### config.mk
export PLATFORM = sky130hd
export DESIGN_NAME = thi_top
export DESIGN_NICKNAME = d
export VERILOG_FILES = /design/src/hdl/thi_pkg.sv /design/src/hdl/thi_sync_if.sv /design/src/hdl/thi_sync.sv /design/src/hdl/thi_top.sv
export SDC_FILE = /design/constraint.sdc
export NUM_CORES = 1
export LEC_CHECK = 0
export ABC_AREA = 0
export ABC_CLOCK_PERIOD_IN_PS = 2900
export BUFFER_PORTS_ARGS = -buffer_cell sky130_fd_sc_hd__buf_2
export CORE_ASPECT_RATIO = 1.75
export CORE_MARGIN = 2
export CORE_UTILIZATION = 39
export CTS_CLUSTER_SIZE = 8
export DETAILED_ROUTE_END_ITERATION = 7
export GPL_TIMING_DRIVEN = 0
export MAX_ROUTING_LAYER = met4
export PLACE_DENSITY = 0.61
export SLEW_MARGIN = 20
export SYNTH_ARGS = -nofsm -noshare
export SYNTH_HDL_FRONTEND = slang
export SYNTH_SLANG_ARGS = --single-unit
### constraint.sdc
create_clock -name core_clk_i -period 2.9 [get_ports core_clk_i]
set_clock_uncertainty 0.15 [all_clocks]
set_input_delay 0.58 -clock core_clk_i [delete_from_list [all_inputs] [get_ports core_clk_i]]
set_output_delay 0.58 -clock core_clk_i [all_outputs]
set_load 0.01 [all_outputs]
### src/hdl/thi_pkg.sv
// Package of constants and types for the two-hand initiation interlock.
// What this block does
// - Start the weld from the palm switches only if both close within 0.5 s of each other.
// - Both palm switches must stay closed until the squeeze interval has finished.
// - Switches still held after the schedule ends never start a repeat initiation.
// - In chained operation, hold both switches through the last valve-adding squeeze.
// - In two-hand mode the stage inputs work normally and share the first stage schedule.
// - Raise a fault output when the second switch misses the 0.5 s window.
// - Raise a separate output when a palm-paired weld sequence has reached its end; stage starts give none.
// - Palm switches pair only while the two-hand configuration bit is on.
package thi_pkg;
   // Pairing window in milliseconds, and the clock rate in kHz.
   localparam int unsigned WINDOW_MS   = 500;
   localparam int unsigned CLK_KHZ     = 125000;
   // Window length in clock cycles; milliseconds times kHz gives whole cycles.
   localparam int unsigned WINDOW_CYC  = WINDOW_MS * CLK_KHZ;
   localparam int unsigned SCHED_W     = 4;
   localparam logic [1:0]  SYNC_RST    = 2'h0;
   typedef enum logic [2:0] {
      THI_IDLE, THI_ONE, THI_SQZ, THI_RUN, THI_LOCK
   } thi_state_t;
endpackage

### src/hdl/thi_sync_if.sv
// Interface carrying raw pin levels into the synchroniser and clean levels back.
`timescale 1ns/10ps
interface thi_sync_if #(parameter int unsigned N = 4);
   logic [N-1:0] raw;
   logic [N-1:0] clean;
   modport src (output raw, input clean);
   modport snk (input raw, output clean);
endinterface

### src/hdl/thi_sync.sv
// Two-flip-flop synchroniser for the operator switch pins.
`timescale 1ns/10ps
module thi_sync
   import thi_pkg::*;
(
   input  wire logic core_clk_i,
   input  wire logic nrst_i,
   thi_sync_if.snk   sig
);
   logic [sig.N-1:0] meta_ff;
   logic [sig.N-1:0] sync_ff;

   // The first stage feeds only the second one, to contain metastability.
   always_ff @(posedge core_clk_i or negedge nrst_i) begin
      if (!nrst_i) begin
         meta_ff <= '0;
         sync_ff <= '0;
      end else begin
         meta_ff <= sig.raw;
         sync_ff <= meta_ff;
      end
   end

   assign sig.clean = sync_ff;
endmodule

### src/hdl/thi_top.sv
// Two-hand initiation interlock for the weld sequence controller.
`timescale 1ns/10ps
module thi_top
   import thi_pkg::*;
#(
   parameter int unsigned WIN_CYCLES = WINDOW_CYC
)(
   input  wire logic               core_clk_i,
   input  wire logic               nrst_i,
   input  wire logic               palm_switch_a_input_i,
   input  wire logic               palm_switch_b_input_i,
   input  wire logic               first_stage_initiate_input_i,
   input  wire logic               second_stage_initiate_input_i,
   input  wire logic               two_hand_enable_i,
   input  wire logic [SCHED_W-1:0] use_schedule_i,
   input  wire logic               squeeze_done_i,
   input  wire logic               schedule_done_i,
   output logic                    weld_start_o,
   output logic                    stage2_start_o,
   output logic [SCHED_W-1:0]      schedule_sel_o,
   output logic                    weld_abort_o,
   output logic                    pairing_fault_indicator_output_o,
   output logic                    sequence_end_indicator_output_o
);
   // This interlock runs on one clock with no redundant channel, so it suits
   // a supervised station and is no substitute for a certified safety relay.
   // The window counter needs at least two counts to tell a lone hand from
   // a pair; smaller values cannot be served.
   if (WIN_CYCLES < 2) begin : g_win_chk
      $error("WIN_CYCLES must be at least 2");
   end

   //////////////////////////////////////////////////////////////////////////
   // Synchronise pins: palm a, palm b, first stage, second stage.
   thi_sync_if #(.N(4)) pins ();
   assign pins.raw = {second_stage_initiate_input_i, first_stage_initiate_input_i,
                      palm_switch_b_input_i, palm_switch_a_input_i};
   thi_sync u_sync (
      .core_clk_i (core_clk_i),
      .nrst_i     (nrst_i),
      .sig        (pins)
   );

   wire logic pa      = pins.clean[0];
   wire logic pb      = pins.clean[1];
   wire logic fs1     = pins.clean[2];
   wire logic fs2     = pins.clean[3];
   wire logic both    = pa & pb;
   wire logic anyp    = pa | pb;
   wire logic sqz_in  = squeeze_done_i;
   wire logic end_in  = schedule_done_i;

   //////////////////////////////////////////////////////////////////////////
   // State and window counter.
   thi_state_t state_ff, nxt_state;
   logic [31:0] win_ff, nxt_win;
   logic        fs1_ff, fs2_ff;
   logic        weld_start_ff, nxt_weld_start;
   logic        abort_ff, nxt_abort;
   logic        fault_ff, nxt_fault;
   logic        end_ff, nxt_end;
   logic        st2_ff;
   logic [SCHED_W-1:0] sel_ff;

   //////////////////////////////////////////////////////////////////////////
   // Named decode of the pairing conditions, kept out of the state machine.
   // The window spans WIN_CYCLES cycles of the one-hand state.
   wire logic win_out  = (win_ff >= WIN_CYCLES - 1);
   // Stage inputs act on their rising edge, so a held switch fires only once.
   wire logic fs1_rise = fs1 & ~fs1_ff;
   wire logic fs2_rise = fs2 & ~fs2_ff;
   // Palms pair only while the two-hand bit is on; otherwise they are ignored.
   wire logic pair_ok  = two_hand_enable_i & both;
   wire logic lone_ok  = two_hand_enable_i & anyp & ~both;
   // A dropped mode bit or a lifted lone hand ends the window without fault.
   wire logic one_quit = ~two_hand_enable_i | ~anyp;
   // Lock holds until both hands are off, so a held pair never re-arms.
   // A bounce of one hand alone therefore cannot sneak a second start in.
   wire logic all_open = ~anyp;

   // Pairing sequence; palm start, abort and end pulses and the fault level are decided here.
   always_comb begin
      nxt_state      = state_ff;
      nxt_win        = '0;
      nxt_weld_start = 1'b0;
      nxt_abort      = 1'b0;
      nxt_fault      = fault_ff;
      nxt_end        = 1'b0;
      case (state_ff)
         THI_IDLE: begin
            // Either hand pressed in two-hand mode clears the fault shown for the last attempt.
            if (pair_ok) begin
               nxt_state      = THI_SQZ;
               nxt_weld_start = 1'b1;
               nxt_fault      = 1'b0;
            end else if (lone_ok) begin
               nxt_state = THI_ONE;
               nxt_fault = 1'b0;
            end
         end
         THI_ONE: begin
            nxt_win = win_ff + 32'h1;
            if (one_quit) begin
               nxt_state = THI_IDLE;
            end else if (both) begin
               nxt_state      = THI_SQZ;
               nxt_weld_start = 1'b1;
            end else if (win_out) begin
               nxt_state = THI_LOCK;
               nxt_fault = 1'b1;
            end
         end
         THI_SQZ: begin
            // Chained schedules keep reporting squeeze until the last valve adds.
            if (!both) begin
               nxt_state = THI_LOCK;
               nxt_abort = 1'b1;
            end else if (sqz_in) begin
               nxt_state = THI_RUN;
            end
         end
         THI_RUN: begin
            if (end_in) begin
               nxt_state = THI_LOCK;
               nxt_end   = 1'b1;
            end
         end
         THI_LOCK: begin
            if (all_open) begin
               nxt_state = THI_IDLE;
            end
         end
         default: nxt_state = THI_IDLE;
      endcase
   end

   //////////////////////////////////////////////////////////////////////////
   // Registers; every output of the block comes straight from one of these.
   // Each group has its own short process so that the reset values are easy
   // to hold against the promise that all outputs stay low in reset.

   // State and window count; reset lands in idle with no window running.
   always_ff @(posedge core_clk_i or negedge nrst_i) begin
      if (!nrst_i) begin
         state_ff <= THI_IDLE;
         win_ff   <= '0;
      end else begin
         state_ff <= nxt_state;
         win_ff   <= nxt_win;
      end
   end

   // Stage edge history; the reset value is the open level of the switches,
   // so releasing reset with a stage switch open never fakes an edge.
   always_ff @(posedge core_clk_i or negedge nrst_i) begin
      if (!nrst_i) begin
         fs1_ff <= 1'b0;
         fs2_ff <= 1'b0;
      end else begin
         fs1_ff <= fs1;
         fs2_ff <= fs2;
      end
   end

   // Start pulse from a palm pairing or from a first stage edge.
   // Stage inputs keep working in two-hand mode, so both sources merge here.
   always_ff @(posedge core_clk_i or negedge nrst_i) begin
      if (!nrst_i) begin
         weld_start_ff <= 1'b0;
      end else begin
         weld_start_ff <= nxt_weld_start | fs1_rise;
      end
   end

   // Second stage pulse, one cycle per closing of the second stage switch.
   always_ff @(posedge core_clk_i or negedge nrst_i) begin
      if (!nrst_i) begin
         st2_ff <= 1'b0;
      end else begin
         st2_ff <= fs2_rise;
      end
   end

   // Abort pulse; the timing engine must drop the schedule when it sees it.
   always_ff @(posedge core_clk_i or negedge nrst_i) begin
      if (!nrst_i) begin
         abort_ff <= 1'b0;
      end else begin
         abort_ff <= nxt_abort;
      end
   end

   // Fault level; it stands until the next press in two-hand mode so an operator can read it.
   always_ff @(posedge core_clk_i or negedge nrst_i) begin
      if (!nrst_i) begin
         fault_ff <= 1'b0;
      end else begin
         fault_ff <= nxt_fault;
      end
   end

   // End-of-sequence pulse, raised only from the running state.
   always_ff @(posedge core_clk_i or negedge nrst_i) begin
      if (!nrst_i) begin
         end_ff <= 1'b0;
      end else begin
         end_ff <= nxt_end;
      end
   end

   // Schedule number, registered so the output never glitches with the input.
   // Palm starts and stage starts all run this one selected schedule.
   always_ff @(posedge core_clk_i or negedge nrst_i) begin
      if (!nrst_i) begin
         sel_ff <= '0;
      end else begin
         sel_ff <= use_schedule_i;
      end
   end

   assign weld_start_o                     = weld_start_ff;
   assign stage2_start_o                   = st2_ff;
   assign schedule_sel_o                   = sel_ff;
   assign weld_abort_o                     = abort_ff;
   assign pairing_fault_indicator_output_o = fault_ff;
   assign sequence_end_indicator_output_o  = end_ff;
endmodule

# After elaboration in Yosys (flattened, before gate mapping)
# Cells that the tools add are included.
# word_totals
output_inout_bits	9
register_bits	54
# classes
add_sub_neg	1
bitwise_logic	14
magnitude_cmp	1
eq_ne	12
n_mux	25
n_reduce_logical	4
# ops
op	count
$add A32 B1 Y32 const B	1
$ge A32 B26 Y1 const B	1
$mux W32	1
$mux W3	9
$pmux W3 S5	1
$mux W1	12
$ne A2 B2 Y1 const B	5
$reduce_and A5 Y1	2
$and A1 B1 Y1	6
$eq A3 B2 Y1 const B	2
$ne A3 B3 Y1 const B	2
$not A1 Y1	5
$ne A4 B4 Y1 const B	1
$pmux W1 S2	2
$eq A3 B1 Y1 const B	1
$eq A3 B3 Y1 const B	1
$logic_not A3 Y1	1
$or A1 B1 Y1	3
$reduce_bool A2 Y1	1

# Longest topological paths before layout
# Gate-level depths: netlist of run 1.
# depth
ltp_word	6
ltp_mapped	6
mapped_depth_nobuf	5

# Hierarchy
# Synthesis of run 1 repeated with hierarchy kept, for this count alone.
# unflattened
hier_cells	251
area_unflattened_um2	2588.7
# by_module_without_submodules
module	cells_each	instances	area_per_inst_um2
thi_top	243	1	2388.5
thi_sync	8	1	200.2

# Worst setup path before layout of run 1
# Ideal clock, no wire load.
# synth_path
path_kind	reg2reg
from	register win_ff[0]
to	register win_ff[28]
stages_incl_launch_ff	7
period_less_slack_ps	1824
t_arrival_ps	1556
n_path_buf	1
t_required_ps	2631
slack_ps	1076
setup_ps	119
path_cell_list	dfrtp_1 > ha_1 > and4_1 > nand3_1 > clkbuf_1 > nor4_1 > o21a_1
# synth_between
elab_chain_len	2
# synth_rtl
element	line	source
start: declaration	thi_top.sv:56	logic [31:0] win_ff, nxt_win;
start signal: assignment	thi_top.sv:149	win_ff <= nxt_win;
$add A32 B1 Y32	thi_top.sv:102	nxt_win = win_ff + 32'h1;
$mux W32	thi_top.sv:89	case (state_ff)
via nxt_win[28]	thi_top.sv:56	
# The timed path passes the listed nets, and every way through them passes these cells.
# A chain may end at the register's enable or synchronous reset.

# Worst setup path after layout of run 1
# layout_path
from	register win_ff[0]
to	register win_ff[26]
# Same word-level chain as after synthesis.

==> results of run 1 <==
-- synth_stat cells, drive strengths merged, types with 4 or more instances --
master  instances
inv             4
nand2          11
a21oi          20
xor2           11
and2            5
nand4          13
clkbuf          8
nor4            5
nor2           19
buf             7
o31ai          12
or4            13
or3             4
nand3          16
and4            9
dfrtp          54
o21ai           5
-- power groups by stage --
| stage | registers, W | logic (W) | clock network [W] |
|---|---|---|---|
| finish | 0.000807 | 0.000171 | 0.000534 |
| global route | 0.000813 | 0.000194 | 0.000588 |
| CTS | 0.000807 | 0.000176 | 0.000553 |
| detailed placement | 0.000822 | 0.000175 | 0 |
| global placement | 0.000820 | 0.000174 | 0 |
| floorplan | 0.000820 | 0.000104 | 0 |
-- critical path: cells and delay by family, from the launching register on --
kind / cells / cell delay [ps]
AND/OR/NAND/NOR: 2 / 600
flip-flops: 1 / 400
AO/OA/AOI/OAI: 2 / 400
buffers and inverters: 1 / 350
adder cells (fa/ha/maj): 1 / 240
-- area by class of cell --
class | count | area, sq um | share of cell area (%)
Inverter | 4 | 15.0 | 0.526
Multi-Input combinational cell | 173 | 1100 | 38.4
Buffer | 15 | 68.8 | 2.41
Sequential cell | 54 | 1350 | 47.3
Clock inverter | 3 | 47.5 | 1.67
Timing Repair Buffer | 21 | 108 | 3.77
Tap cell | 80 | 100 | 3.51
Clock buffer | 5 | 68.8 | 2.41
-- metal layers --
metal | vias to the layer above | part of all wire, % | routed length (um) | global-route usage (%)
met5 | - | 0 | 0 | -
met2 | 20 | 57 | 3120 | 30.3
li1 | 982 | - | - | -
met1 | 1006 | 39 | 2120 | 20.0
met3 | 7 | 1.8 | 101 | 2.95
met4 | 0 | 2.4 | 133 | 8.51
-- through the flow --
stage,worst slack [ps],cell area [sq um]
2_1_floorplan,1080,2530
3_3_place_gp,668,2740
3_5_place_dp,648,2740
4_1_cts,629,2860
5_1_grt,400,2860
6_report,616,2860
-- registers in the layout, summed over array words and instances (netlist names) --
signal                            flops
schedule_sel_o                        4
sequence_end_indicator_output_o       1
stage2_start_o                        1
pairing_fault_indicator_output_o      1
u_sync.sig.clean                      4
win_ff                               32
u_sync.meta_ff                        4
state_ff                              3
fs1_ff                                1
weld_abort_o                          1
weld_start_o                          1
fs2_ff                                1
-- cell families (layout without fill, tap and decap cells) --
kind of cell               count (synthesis)  after routing  synth area share [%]
buffers and inverters                     19             48                  3.31
and+or+nand+nor                          107            107                  25.3
AOI/OAI and AO/OA                         52             52                  13.1
DFF                                       54             54                  53.4
xor gates and xnor gates                  13             13                  4.50
adders and majority gates                  1              1                 0.494
-- worst min path at each step --
stage / startpoint / slack [ps] / cells after the start / to
final: nrst_i / 120 / 1 / sequence_end_indicator_output_o$_DFF_PN0_
after floorplan: nrst_i / 130 / 0 / fs1_ff$_DFF_PN0_
after CTS: nrst_i / 160 / 1 / sequence_end_indicator_output_o$_DFF_PN0_
after global routing: nrst_i / 170 / 1 / sequence_end_indicator_output_o$_DFF_PN0_
after global placement: u_sync.meta_ff[3]$_DFF_PN0_ / 180 / 0 / u_sync.sig.clean[3]$_DFF_PN0_
after detailed placement: u_sync.meta_ff[3]$_DFF_PN0_ / 190 / 0 / u_sync.sig.clean[3]$_DFF_PN0_
==> impl_results.md, run 1 <==
* Worst-margin pin slew at slightly below 700 ps
* Area contributors post-synth: dfrtp_1, a21oi_1, or4_1, xor2_1, o31ai_1
* Commonest non-fill, non-tap cell in the layout: dfrtp_1
* Power share of the sequential group at a little over half
* Post-placement cell count at around 350
* Hold_ws at roughly 120 ps
* 1st-pass router iterations at 5
* Slowest library cell on the worst path: dfrtp_1
* RSZ-0062 raised after global routing: no
* CP Capture Point: win_ff[26]$_DFF_PN0_
* Synth top area share at between 50% and 60%
* Synth Register Bits at 54
* Via-to-Cell Ratio at 5.68
* Mapped Cells at roughly 250
* Reg2Reg Depth at 6
* CP Launch Point: win_ff[0]$_DFF_PN0_
* Synthesized Nets at 260
* Comb pwr share at around 11%
* DRC Markers at 0
* Worst EP required at 2950 ps
* P per Cell Area at 530 nW/um^2
* Most frequent cells in the layout: dfrtp_1, buf_2, a21oi_1
* CTS root buf: clkbuf_8
* Final worst-path cycle share at 78.8%
* Syn Area/Cell at 10.3 sq um
* Total negative slack at 0 ps
* Sw Pwr at about 0.00041 W
* Worst vdd ir at between 0.0004 and 0.0005 V
* Post-layout util at between 40% and 50%
* Clock Power Share at between 30% and 40%
* Slowest stage delay, CP at around 400 ps
* Largest net degree at the start of global routing at 55
* Crit start category: flip-flop
* GRT Total Usage at 17.9%
* Slew Limit Headroom at ~54%
* Clock transition at the registers of the reported paths at between 100 and 150 ps
* First-pass GRT wire length at just under 10000 um
* Status: finished clean
* Total grt overflow at 0
* Synth area leader: dfrtp_1
* Finished Layout Cells at roughly 360
* Internal at 0.00110 W
* Number of H-tree levels at 2
* PortBufs at 21
* Async SR Flop Fraction at between 90% and 100%
* Die area at 7180 sq um
* Mapped Area at between 2000 and 3000 sq um
* Post-DRT Antenna Nets at 0
* Hold WC Path Type: primary input to asynchronous set/reset pin
* Die Width at ~65 um
* Start of the worst register-to-register path: win_ff[0]$_DFF_PN0_
* I/O pins at 22
* Final setup violation count at 0
* Vias in the first global route at 2087
* Reg2Reg Capture Point: win_ff[26]$_DFF_PN0_
* CTS sink cnt at 54
* Hpwl dp at between 3000 and 4000 um
* Clk_lat worst skew at 330 ps
* Switching share of power at between 20% and 30%
* Share of layout cells above drive strength 1 at between 10% and 20%
* WP data arrival at roughly 2300 ps
* FILL cells at about 620
* Vias after detailed routing at 2015
* Static Leakage at 1.18 nW
* Cts hold-fix bufs at 0
* WL final at 5480 um
* TritonCTS buffer count at 5
* Worst-path fanout max at 10
* Die height at approximately 110 um
* Final Hold Viols at 0
* Fmax at roughly 0.44 GHz
* CTS resizes at 0
* Starting density of the core at just over 40%
* Worst-path cell chain: ha_1 -> and4_1 -> nand3_1 -> clkbuf_1 -> o31ai_1 -> a21oi_1
* Rows at 38
* Max Buffers Root-to-Sink at 2
* Post-synthesis to final-layout area growth at 12.8%
* Yosys warnings at 0
* Setup CP Type: flip-flop to flip-flop
* MaxCap Viol Count at 0
* Power consumption at between 0.0015 and 0.002 W
* Prevailing post-synth register cell: dfrtp_1
* Max-slew violations at 0
* Post-CTS Setup Repair Bufs at 0
* Drt wl/cell at approximately 15 um
* CTS tree: built
* Post-synth EDFFs at 0
* Sequential fraction of the synthesis area at between 50% and 60%
* Fin nets at about 290
* GPL Wtd Cong at 0.854
* Number of library cell types mapped by synthesis at 41
* Core Box Area at between 6000 and 7000 sq um
* 1st-iter DRT viols at 98
* Fin crit period at roughly 2300 ps
* Worst Setup End Kind: flip-flop
* N_diodes at 0
* Initial antenna violation count at 0
* Setup slack, reg-to-reg at 620 ps
Note: power is estimated with default switching activity, not from simulation.
==> inputs of run 2 (changes only) <==
--- a/config.mk
+++ b/config.mk
@@ -5,8 +5,8 @@
 export SDC_FILE = /design/constraint.sdc
 export NUM_CORES = 1
 export LEC_CHECK = 0
-export ABC_AREA = 0
-export ABC_CLOCK_PERIOD_IN_PS = 2900
+export ABC_AREA = 1
+export ABC_CLOCK_PERIOD_IN_PS = 2300
 export BUFFER_PORTS_ARGS = -buffer_cell sky130_fd_sc_hd__buf_2
 export CORE_ASPECT_RATIO = 1.75
 export CORE_MARGIN = 2
==> constraint.sdc (replaced) <==
create_clock -name core_clk_i -period 2.3 [get_ports core_clk_i]
set_clock_uncertainty 0.15 [all_clocks]
set_input_delay 0.46 -clock core_clk_i [delete_from_list [all_inputs] [get_ports core_clk_i]]
set_output_delay 0.46 -clock core_clk_i [all_outputs]
set_load 0.01 [all_outputs]
==> run 2 against run 1 <==
  * Wire length grew 12%
  * Synthesized cell count rose by 37%
  * Core utilization down 0.68 points
  * Sequential power grew 29%
  * Critical path depth grew 2
  * Global-route usage increased by 0.17 points
  * Largest cell class unchanged
  * First-iteration DRC count up 69%
  * Hold slack got worse by 68 ps
  * Critical path type unchanged
==> impl_results.md, run 2 <==
* Starting density of the core at 39.9%
* Fmax at about 0.53 GHz
* PortBufs at 21
* Slowest stage delay, CP at about 380 ps
* Register with the most flip-flops: win_ff
* Global-route met1 utilization at roughly 18%
* Fin crit period at 1890 ps
* Die area at 7660 sq um
* Clock transition at the registers of the reported paths at 80 ps
* Die Width at approximately 67 um
* Max-slew violations at 0
* Fin nets at 380
* Post-synth EDFFs at 0
* Mapped Area at 2710 sq um
* Most frequent cells in the layout: nand2_1, nor2_1, dfrtp_1
* Hold WC Path Type: primary input to asynchronous set/reset pin
* Commonest cells in the netlist: nand2_1, nor2_1, dfrtp_1
* Hpwl dp at around 4800 um
* Total grt overflow at 0
* MaxCap Viol Count at 0
* Synthesized Nets at ~350
* Met3 usage at 2.95%
* Rows at 40
* Crit start category: flip-flop
* Max Buffers Root-to-Sink at 2
* Most frequent CP cell: nand2_1
* Core Box Area at 6810 sq um
* Area contributors post-synth: dfrtp_1, nand2_1, nor2_1, inv_1, a21oi_1
* Total negative slack at 0 ps
* Worst-margin pin slew at approximately 670 ps
* TritonCTS buffer count at 5
* Sequential fraction of the synthesis area at 49.8%
* Initial antenna violation count at 0
* Final Hold Viols at 0
* GRT Total Usage at around 18%
* Synth top area share at about half
* Max reg flops at 32
* Hold_ws at around 50 ps
* First-pass GRT wire length at between 9000 and 10000 um
* CTS sink cnt at 54
* Synth Register Bits at 54
* Slew Limit Headroom at 55.1%
* Worst-path cell chain: ha_1 -> nand2_1 -> nor2_2 -> nand2_2 -> nor2_8 -> nand2_1 -> nor3_1 -> a21oi_1
* Post-CTS Setup Repair Bufs at 0
* 1st-iter DRT viols at ~170
* Die height at between 100 and 150 um
* Met2 GRT Util at between 30% and 40%
* Worst EP required at ~2300 ps
* Slowest library cell on the worst path: dfrtp_1
* Post-placement cell count at between 400 and 500
* Setup slack, reg-to-reg at 410 ps
* Via-to-Cell Ratio at roughly 5
* Largest net degree at the start of global routing at 55
* Dpl cell area at between 2000 and 3000 sq um
* Clk_lat worst skew at approximately 300 ps
* Static Leakage at around 1.4 nW
* Post-DRT Antenna Nets at 0
* RSZ-0062 raised after global routing: no
* Syn Area/Cell at between 8 and 9 sq um
* Commonest non-fill, non-tap cell in the layout: nand2_1
* GPL Wtd Cong at about 0.96
* P per Cell Area at slightly above 700 nW/um^2
* Share of layout cells above drive strength 1 at 14.2%
* Prevailing post-synth register cell: dfrtp_1
* Vias after detailed routing at ~2.3k
* Worst vdd ir at between 0.0002 and 0.0003 V
* Worst Setup End Kind: flip-flop
* CTS resizes at 0
* Mapped Cells at approximately 340
* WL final at a little over 6000 um
* Finished Layout Cells at around 450
* Synth area leader: dfrtp_1
* CTS tree: built
* Status: finished clean
* Post-route cell area at 3070 sq um
* Vias in the first global route at approximately 2.1k
* 1st-pass router iterations at 4
* Gr busiest metal: met2
* Final setup violation count at 0
* N_diodes at 0
* CTS root buf: clkbuf_16
* Yosys warnings at 0
* Drt wl/cell at ~14 um
* Worst-path fanout max at 7
* Number of library cell types mapped by synthesis at 31
* I/O pins at 22
* Number of H-tree levels at 2
* WP data arrival at roughly 1900 ps
* Setup CP Type: flip-flop to flip-flop
* DRC Markers at 0
* Cts hold-fix bufs at 0
* Leading cell type by number of instances after synthesis: nand2_1
* Async SR Flop Fraction at 100%
* Post-synthesis to final-layout area growth at 13.3%
* Final worst-path cycle share at around 80%
run 2: changes by cell type after synthesis, sizes merged, moves of 5 or more:
cell / change
nand2: +64
nor2: +51
inv: +36
or4: -13
nor3: +12
o31ai: -12
and4: -9
o21ai: +7
buf: -6
clkbuf: -6
nand4: -6
and2: -5
run 2: kinds of logic after synthesis:
family          synth area share, %
simple gates                   31.7
flops                          49.8
compound gates                 9.46
buf+inv                        6.00
xor+xnor                       2.58
fa+ha+maj                     0.461
run 2: power by group:
part           switching [W]  total (W)  leakage [nW]  internal (W)
Sequential         0.0000343    0.00104         0.716       0.00100
Clock               0.000358   0.000766        0.0664      0.000408
Combinational       0.000293   0.000412         0.570      0.000119
Total               0.000685    0.00221          1.35       0.00153
run 2: worst paths after layout:
kind	from	end	cells past startpoint
max in group asynchronous	nrst_i	weld_start_o$_DFF_PN0_	1
min	nrst_i	win_ff[6]$_DFF_PN0_	1
min reg2reg	u_sync.meta_ff[2]$_DFF_PN0_	u_sync.sig.clean[2]$_DFF_PN0_	0
max	win_ff[0]$_DFF_PN0_	win_ff[20]$_DFF_PN0_	8
max reg2reg	win_ff[0]$_DFF_PN0_	win_ff[20]$_DFF_PN0_	8
min in group core_clk_i	second_stage_initiate_input_i	u_sync.meta_ff[3]$_DFF_PN0_	1
run 2: layout make-up:
class / count / area [sq um]
Clock buffer: 5 / 125
Buffer: 3 / 12.5
Sequential cell: 54 / 1350
Inverter: 40 / 150
Tap cell: 84 / 105
Multi-Input combinational cell: 241 / 1200
Fill cell: 689 / 3730
Clock inverter: 3 / 23.8
Timing Repair Buffer: 21 / 108
run 2: metrics by stage:
stage | power (W) | util, % | setup WS [ps]
after floorplan | 0.00132 | - | 713
after detailed placement | 0.00147 | 43.0 | 482
after global routing | 0.00234 | 45.2 | 255
after global placement | 0.00146 | 42.9 | 483
after CTS | 0.00224 | 45.2 | 434
final | 0.00221 | 45.2 | 414
run 2: critical path: cells and delay by family (launching register included):
| kind | cells | cell delay [ps] |
|---|---|---|
| fa+ha+maj | 1 | 190 |
| simple gates | 6 | 910 |
| flops | 1 | 380 |
| compound gates | 1 | 100 |
run 2: layer usage:
layer | up-vias | share of wire (%)
met1 | 1047 | 37
li1 | 1141 | -
met2 | 57 | 55
met4 | 0 | 4.3
met3 | 18 | 3.7
met5 | - | 0
